$ cat config.mk
export PLATFORM = sky130hd
export DESIGN_NAME = dpll_reference_profile_bank
export DESIGN_NICKNAME = d
export VERILOG_FILES = /design/src/verilog/profile_bank_pkg.sv /design/src/verilog/dpll_reference_profile_bank.sv
export SDC_FILE = /design/constraint.sdc
export NUM_CORES = 1
export LEC_CHECK = 0
export ABC_AREA = 1
export BUFFER_PORTS_ARGS = -buffer_cell sky130_fd_sc_hd__buf_2
export CAP_MARGIN = 20
export CORE_ASPECT_RATIO = 0.6
export CORE_MARGIN = 3
export CORE_UTILIZATION = 51
export DETAILED_ROUTE_END_ITERATION = 10
export PLACE_DENSITY = 0.85
export SETUP_SLACK_MARGIN = 0.4
export SKIP_CTS_REPAIR_TIMING = 1
export SLEW_MARGIN = 20
export SYNTH_ARGS = -nofsm -noshare
export SYNTH_HDL_FRONTEND = slang
export SYNTH_SLANG_ARGS = --single-unit
export TNS_END_PERCENT = 30
$ cat constraint.sdc
create_clock -name clk -period 5 [get_ports clk]
set_input_delay 1.25 -clock clk [delete_from_list [all_inputs] [get_ports clk]]
set_output_delay 1.25 -clock clk [all_outputs]
set_load 0.01 [all_outputs]
$ cat src/verilog/profile_bank_pkg.sv
// Constants and carrier types for the reference profile register bank.
// Assumes an Avalon-MM slave with 32-bit data and one byte register per word.
package profile_bank_pkg;

    // Register indices; the byte address is four times the index
    localparam logic [10:0] IDX_FIRST     = 11'h632;
    localparam logic [10:0] IDX_LAST_USED = 11'h663;
    localparam logic [10:0] IDX_LAST      = 11'h67f;
    localparam logic [10:0] IDX_STATUS    = 11'h700;
    localparam int          NUM_BYTES     = 50;
    localparam int          ADDR_W_MIN    = 13;

    // Register indices of the first byte of each setting
    localparam logic [10:0] IDX_PRIORITIES  = 11'h632;
    localparam logic [10:0] IDX_REF_PERIOD  = 11'h633;
    localparam logic [10:0] IDX_INNER_TOL   = 11'h63a;
    localparam logic [10:0] IDX_OUTER_TOL   = 11'h63d;
    localparam logic [10:0] IDX_VALID_TMR   = 11'h640;
    localparam logic [10:0] IDX_REDET_TMR   = 11'h642;
    localparam logic [10:0] IDX_LOOP_COEF   = 11'h644;
    localparam logic [10:0] IDX_IN_DIV      = 11'h650;
    localparam logic [10:0] IDX_FB_INT      = 11'h654;
    localparam logic [10:0] IDX_FB_FRAC     = 11'h658;
    localparam logic [10:0] IDX_PH_THRESH   = 11'h65b;
    localparam logic [10:0] IDX_PH_FILL     = 11'h65d;
    localparam logic [10:0] IDX_PH_DRAIN    = 11'h65e;
    localparam logic [10:0] IDX_FR_THRESH   = 11'h65f;
    localparam logic [10:0] IDX_FR_FILL     = 11'h662;
    localparam logic [10:0] IDX_FR_DRAIN    = 11'h663;

    // Writable bit masks of the full and the partly used bytes
    localparam logic [7:0] MASK_FULL       = 8'hff;
    localparam logic [7:0] MASK_PRIORITIES = 8'hbf;
    localparam logic [7:0] MASK_LOW2       = 8'h03;
    localparam logic [7:0] MASK_LOW4       = 8'h0f;
    localparam logic [7:0] MASK_LOW6       = 8'h3f;
    localparam logic [7:0] MASK_LOW7       = 8'h7f;
    localparam logic [7:0] MASK_FRAC_MID   = 8'hf3;

    // Field positions in the priorities byte
    localparam int PRI_SCALE_BIT = 7;
    localparam int PRI_PROMO_LSB = 3;
    localparam int PRI_SEL_LSB   = 0;

    // Reset values, limits and the nanosecond scale factor
    localparam logic [7:0]  RESET_BYTE     = 8'h00;
    localparam logic [29:0] FB_INT_MIN     = 30'h0000_0007;
    localparam logic [25:0] PS_PER_NS      = 26'h00003e8;

    // Status bit positions
    localparam int STAT_PRIO_BAD = 0;
    localparam int STAT_FB_LOW   = 1;
    localparam int STAT_ACTIVE   = 2;

    typedef logic [NUM_BYTES-1:0][7:0] byte_file_t;

    // Decoded profile settings
    typedef struct packed {
        logic [2:0]  selPriority;
        logic [2:0]  promotedPriority;
        logic        phaseScaleNs;
        logic [49:0] refPeriodFs;
        logic [19:0] innerTolerance;
        logic [19:0] outerTolerance;
        logic [15:0] validationMs;
        logic [15:0] redetectMs;
        logic [15:0] alphaLinear;
        logic [5:0]  alphaExp1;
        logic [2:0]  alphaExp2;
        logic [3:0]  alphaExp3;
        logic [16:0] betaLinear;
        logic [4:0]  betaExp;
        logic [16:0] gammaLinear;
        logic [4:0]  gammaExp;
        logic [14:0] deltaLinear;
        logic [4:0]  deltaExp;
        logic [29:0] inDivide;
        logic [29:0] fbInteger;
        logic [9:0]  fbFracV;
        logic [9:0]  fbFracU;
        logic [15:0] phaseThreshold;
        logic [7:0]  phaseFill;
        logic [7:0]  phaseDrain;
        logic [23:0] freqThresholdPs;
        logic [7:0]  freqFill;
        logic [7:0]  freqDrain;
    } profile_s;

    // Values derived for the consuming logic
    typedef struct packed {
        logic [2:0]  effPriority;
        logic [30:0] inDivideRatio;
        logic [30:0] fbDivideRatio;
        logic [25:0] phaseThresholdPs;
    } derived_s;

endpackage

$ cat src/verilog/dpll_reference_profile_bank.sv
// Register bank for one reference profile of the digital PLL.
// Assumes an Avalon-MM master that holds its request until waitrequest is low.
// What this block does
// - Three-bit selection priority in bits two to zero
// - Promoted priority applies while reference is active
// - Scale bit zero means phase threshold picoseconds
// - Scale bit one means phase threshold nanoseconds
// - Fifty-bit reference period, low byte first
// - Twenty-bit inner tolerance, top nibble unused
// - Twenty-bit outer tolerance, top nibble unused
// - Sixteen-bit validation timer, milliseconds, low first
// - Sixteen-bit redetect timer, milliseconds, low first
// - Coefficient is fraction times power of two
// - Alpha has linear and three exponent fields
// - Beta, gamma, delta linear parts with exponents
// - Input divider thirty bits, divides by value+1
// - Feedback integer thirty bits, divides by value+1
// - Fractional feedback holds two ten-bit terms
// - Phase lock threshold, fill and drain rates
// - Frequency lock threshold, fill and drain rates
//
// Register access over Avalon-MM was left to the implementer.
`timescale 1ns/1ps

module dpll_reference_profile_bank #(
    parameter int ADDR_W = 13
) (
    input  wire logic                        clk,
    input  wire logic                        nrst,
    input  wire logic [ADDR_W-1:0]           address,
    input  wire logic                        read,
    input  wire logic                        write,
    input  wire logic [31:0]                 writedata,
    input  wire logic [3:0]                  byteenable,
    output logic      [31:0]                 readdata,
    output logic                             waitrequest,
    input  wire logic                        refActive,
    output profile_bank_pkg::profile_s       profile,
    output profile_bank_pkg::derived_s       derived
);

    // Address must reach the status register
    if (ADDR_W < profile_bank_pkg::ADDR_W_MIN) begin : g_check
        $error("ADDR_W too small for the register map");
    end

    typedef struct packed {
        profile_bank_pkg::byte_file_t regs;
        logic                         ack;
        logic [7:0]                   rdata;
        profile_bank_pkg::derived_s   der;
    } state_s;

    state_s state_q;
    state_s state_d;

    logic [10:0] idx;
    logic [10:0] rel;
    logic        inStore;
    logic        isStatus;
    logic [7:0]  statusByte;
    profile_bank_pkg::profile_s prof;
    profile_bank_pkg::profile_s profNext;

    // Writable bits of a stored byte; the rest hold zero
    function automatic logic [7:0] byte_mask(input logic [10:0] i);
        case (i)
            profile_bank_pkg::IDX_PRIORITIES:        byte_mask = profile_bank_pkg::MASK_PRIORITIES;
            11'h639:                                 byte_mask = profile_bank_pkg::MASK_LOW2;
            11'h63c:                                 byte_mask = profile_bank_pkg::MASK_LOW4;
            11'h63f:                                 byte_mask = profile_bank_pkg::MASK_LOW4;
            11'h649:                                 byte_mask = profile_bank_pkg::MASK_LOW7;
            11'h64c:                                 byte_mask = profile_bank_pkg::MASK_LOW6;
            11'h653:                                 byte_mask = profile_bank_pkg::MASK_LOW6;
            11'h657:                                 byte_mask = profile_bank_pkg::MASK_LOW6;
            11'h659:                                 byte_mask = profile_bank_pkg::MASK_FRAC_MID;
            11'h65a:                                 byte_mask = profile_bank_pkg::MASK_LOW6;
            default:                                 byte_mask = profile_bank_pkg::MASK_FULL;
        endcase
    endfunction

    // Gather the settings fields out of the byte file
    function automatic profile_bank_pkg::profile_s unpack(input profile_bank_pkg::byte_file_t b);
        profile_bank_pkg::profile_s p;
        p.selPriority      = b[0][profile_bank_pkg::PRI_SEL_LSB +: 3];
        p.promotedPriority = b[0][profile_bank_pkg::PRI_PROMO_LSB +: 3];
        p.phaseScaleNs     = b[0][profile_bank_pkg::PRI_SCALE_BIT];
        p.refPeriodFs      = {b[7][1:0], b[6], b[5], b[4], b[3], b[2], b[1]};
        p.innerTolerance   = {b[10][3:0], b[9], b[8]};
        p.outerTolerance   = {b[13][3:0], b[12], b[11]};
        p.validationMs     = {b[15], b[14]};
        p.redetectMs       = {b[17], b[16]};
        // Linear parts are fractions below one, exponents are integers
        p.alphaLinear      = {b[19], b[18]};
        p.alphaExp1        = b[20][5:0];
        p.alphaExp2        = {b[21][0], b[20][7:6]};
        p.alphaExp3        = b[29][7:4];
        p.betaLinear       = {b[23][1:0], b[22], b[21][7:1]};
        p.betaExp          = b[23][6:2];
        p.gammaLinear      = {b[26][0], b[25], b[24]};
        p.gammaExp         = b[26][5:1];
        p.deltaLinear      = {b[28][6:0], b[27]};
        p.deltaExp         = {b[29][3:0], b[28][7]};
        p.inDivide         = {b[33][5:0], b[32], b[31], b[30]};
        p.fbInteger        = {b[37][5:0], b[36], b[35], b[34]};
        p.fbFracV          = {b[39][1:0], b[38]};
        p.fbFracU          = {b[40][5:0], b[39][7:4]};
        p.phaseThreshold   = {b[42], b[41]};
        p.phaseFill        = b[43];
        p.phaseDrain       = b[44];
        p.freqThresholdPs  = {b[47], b[46], b[45]};
        p.freqFill         = b[48];
        p.freqDrain        = b[49];
        return p;
    endfunction

    // Address decode
    assign idx      = address[12:2];
    assign rel      = idx - profile_bank_pkg::IDX_FIRST;
    assign inStore  = (idx >= profile_bank_pkg::IDX_FIRST) &&
                      (idx <= profile_bank_pkg::IDX_LAST_USED);
    assign isStatus = (idx == profile_bank_pkg::IDX_STATUS);
    assign prof     = unpack(state_q.regs);

    // Read-only status: programming faults and the active flag
    always_comb begin
        statusByte = 8'h00;
        statusByte[profile_bank_pkg::STAT_PRIO_BAD] =
            prof.promotedPriority > prof.selPriority;
        statusByte[profile_bank_pkg::STAT_FB_LOW] =
            prof.fbInteger < profile_bank_pkg::FB_INT_MIN;
        statusByte[profile_bank_pkg::STAT_ACTIVE] = refActive;
    end

    // Next state: bus handshake, byte writes and derived values
    always_comb begin
        state_d  = state_q;
        profNext = prof;
        state_d.ack = (read | write) & ~state_q.ack;
        // Read data is captured while waitrequest is high
        if (read && !state_q.ack) begin
            if (inStore) begin
                state_d.rdata = state_q.regs[rel[5:0]];
            end else if (isStatus) begin
                state_d.rdata = statusByte;
            end else begin
                state_d.rdata = 8'h00;
            end
        end
        // Write takes effect at the edge with waitrequest low
        if (write && state_q.ack && byteenable[0] && inStore) begin
            state_d.regs[rel[5:0]] = writedata[7:0] & byte_mask(idx);
        end
        profNext = unpack(state_d.regs);
        // Promoted level replaces selection level only while active
        state_d.der.effPriority = refActive ? profNext.promotedPriority
                                            : profNext.selPriority;
        state_d.der.inDivideRatio = {1'b0, profNext.inDivide} + 31'h1;
        state_d.der.fbDivideRatio = {1'b0, profNext.fbInteger} + 31'h1;
        // Threshold normalised to picoseconds per the scale bit
        if (profNext.phaseScaleNs) begin
            state_d.der.phaseThresholdPs =
                26'({10'h000, profNext.phaseThreshold} * profile_bank_pkg::PS_PER_NS);
        end else begin
            state_d.der.phaseThresholdPs = {10'h000, profNext.phaseThreshold};
        end
    end

    // State register
    always_ff @(posedge clk or negedge nrst) begin
        if (!nrst) begin
            state_q       <= '0;
            state_q.der.inDivideRatio <= 31'h1;
            state_q.der.fbDivideRatio <= 31'h1;
        end else begin
            state_q <= state_d;
        end
    end

    // Bus and settings outputs
    assign waitrequest = (read | write) & ~state_q.ack;
    assign readdata    = {24'h000000, state_q.rdata};
    assign profile     = prof;
    assign derived     = state_q.der;

endmodule

==> flow_metrics.py <==
metrics = {
    "min_path": {
        "whs_endpoint": "readdata[6]",
        "whs_path_depth": 2,
        "worst_hold_path_type": "reg -> reg",
        "hold_start": "readdata[6]",
    },
    "setup_path": {
        "max_stage_delay_ns": 0.55,
        "rr_startpoint": "state_q[99]",
        "startpoint_type": "primary input",
        "crit_family": "adder cells",
        "crit_path_end_kind": "flip-flop",
        "crit_fanout": 8,
        "cp_common_cell": "nand2_1",
        "crit_arrival_ns": 6.25,
        "cp_slowest_cell": "fa_1",
        "r2r_end": "derived[25]",
        "worstRegToRegCells": 32,
        "worstPathRequired_ns": 5.48,
        "criticalPathCategory": "in -> reg",
        "r2r_slack_ns": -0.08,
        "crit_buf_inv": 6,
    },
    "synth": {
        "synth_top_family_by_area": "simple AND/OR/NAND/NOR gates",
        "muxShareOfSynthArea_pct": 0,
        "synth_compound_area_share_pct": 14.4,
        "synth_area_leaders": "dfrtp_1 42%, buf_4 13%, nand2_1 11%",
        "synth-async-reset-ratio_pct": 100,
        "yosysUniqueCellTypes": 58,
        "synth_top_area_share_pct": 42.0,
        "synth_area_mm2": 0.0297,
        "ys.flop_type": "dfrtp_1",
        "ys_seq_area_share_pct": 42.2,
        "synth_fa_ha_area_share_pct": 5.60,
        "yosysWarnings": 0,
        "synth-simple-area-share_pct": 18.4,
        "synth-seq-cells": 500,
        "synth_enable_flop_cells": 0,
        "avgSynthCellArea_um2": 8.22,
        "synthXorXnorAreaFrac_pct": 1.54,
        "yosysTopAreaCell": "dfrtp_1",
        "synthCells": 3609,
    },
    "clocking": {
        "cts_tree": "yes",
        "root_buffer": "clkbuf_16",
        "clock_latency_ns": 0.60,
        "clkSinkCount": 500,
        "cts_buffer_depth": 3,
        "clk_pin_slew_ns": 0.07,
        "numCtsBuffers": 49,
        "htree_levels": 2,
    },
    "timing": {
        "max_freq_mhz": 173,
        "hold_violations": 0,
        "rsz0062_at_grt": "true",
        "timing.final.crit_share_pct": 115,
        "setup_viol_count_final": 16,
        "relSlewSlack_pct": 33.4,
        "fin_ws_ns": -0.768,
        "skew_ns": 0.0169,
        "finalMaxSlewViolations": 0,
        "min_period_ns": 5.77,
        "worstMarginPinSlew_ns": 0.998,
    },
    "outcome": {
        "status": "complete, but fails checks",
        "violations": "setup timing",
    },
    "power": {
        "cellPowerDensity_mw_per_mm2": 319,
        "p_leak_nw": 17.0,
        "vdd_ir_drop_max_mv": 0.258,
        "finalPower_mw": 10.7,
    },
    "placement": {
        "portBuffers": 498,
        "dp.final_hpwl_um": 86400,
        "gp_congestion": 1.01,
        "dpl_cell_area_mm2": 0.0309,
    },
    "finish": {
        "area_delta_synth_final_pct": 13.1,
        "utilization_pct": 59.2,
        "postLayoutCellArea_mm2": 0.0335,
        "drive_gt1_share_pct": 28.2,
        "nets": 3946,
    },
    "global_route": {
        "grt.total_usage_pct": 37.1,
        "grt_max_degree": 109,
        "grt_overflow": 0,
        "grt_pass1_wl_um": 167000,
        "grt_pass1_vias": 24900,
        "antenna_found_initial": 4,
    },
    "routing": {
        "drt_iter0_markers": 3871,
        "via_per_inst": 5.91,
        "wl_met3_um": 18100,
        "dr_wl_met2_um": 46500,
        "met1_length_um": 47300,
        "drc_errors": 0,
        "post_drt_wl_per_cell_um": 25.4,
        "topRoutingLayerUsed": "met5",
        "num_vias": 27100,
        "postRouteWirelength_um": 116000,
        "ant_nets": 0,
        "dr.pass1.iters": 6,
    },
    "floorplan": {
        "rows": 67,
        "core_area_mm2": 0.0567,
        "die_h_um": 193,
        "start_util_pct": 52.3,
        "die_area_mm2": 0.0612,
        "die_w_um": 317,
        "ios": 552,
    },
    "job": {
        "drv_cap": 0,
    },
}
Yosys cell counts (31+ instances only):
library cell and n:
nand2_1 889, buf_4 500, dfrtp_1 498, o21ai_0 419, inv_1 242, nor2_1 180, nand3_1 124, clkbuf_1 113
o22ai_1 104, a21oi_1 62, ha_1 56, fa_1 48, a22oi_1 44, xor2_1 31
final cells by class:
cell class | count | area [um2]
fill | 4965 | 23100
multi-input combinational | 2229 | 12900
sequential | 500 | 12500
timing repair buffer | 744 | 4490
clock buffer | 66 | 1380
inverter | 264 | 1030
tap | 759 | 950
clock inverter | 26 | 332
antenna | 1 | 2.50
cells by family after synthesis:
logic type      count (synthesis)
compound gates                743
xor+xnor                       52
buf+inv                       903
fa+ha+maj                     104
other cells                     1
simple gates                 1306
flops                         500
worst max-delay path by stage:
stage	from	endpoint	slack, ns	cells after the start
floorplan	address[4]	derived[25]	-1.09	31
global placement	address[3]	derived[22]	-1.42	35
detailed placement	address[3]	derived[25]	-1.62	35
CTS	address[3]	derived[25]	-1.03	35
global route	address[5]	derived[23]	-0.97	29
finish	address[3]	derived[23]	-0.77	31
state kept, by name (all words and copies together) (netlist names):
register,cells
derived,91
profile,374
readdata,8
state_q,27
tightest hold or removal path: cells and delay by family (launching register included):
kind             cells  cell delay (ns)
and+or+nand+nor      2             0.12
DFF                  1             0.34
layout by cell type, fill, tap and decap left out, types with 26 or more instances in the layout:
cell,count
a21oi_1,44
a22oi_1,44
buf_2,493
buf_4,234
clkbuf_16,50
dfrtp_1,498
fa_1,48
ha_1,39
inv_1,219
inv_2,34
nand2_1,855
nand2_2,39
nand3_1,113
nand4_1,28
nor2_1,156
o21ai_0,400
o22ai_1,104
xor2_1,26
through the flow:
| stage | setup slack (ns) | setup TNS, ns | instances | hold slack, ns |
|---|---|---|---|---|
| after global routing | -0.968 | -12.47 | 4588 | 0.507 |
| after floorplan | -1.09 | -14.12 | 3632 | 0.448 |
| final | -0.768 | -9.37 | 4589 | 0.491 |
| after global placement | -1.42 | -21.41 | 4474 | 0.460 |
| after CTS | -1.03 | -12.52 | 4566 | 0.484 |
| after detailed placement | -1.62 | -23.41 | 4474 | 0.469 |
per-layer routing:
layer / global-route usage, % / vias up
met5: 0 / -
met2: 51.4 / 2038
met4: 10.5 / 6
li1: - / 11700
met3: 13.8 / 325
met1: 54.0 / 13100
report_power, final:
| group | leakage, nW | switching, mW | internal (mW) |
|---|---|---|---|
| Clock | 0.829 | 1.79 | 2.24 |
| Combinational | 9.61 | 1.47 | 0.918 |
| Sequential | 6.58 | 0.0914 | 4.19 |
Note: power is estimated with default switching activity, not from simulation.
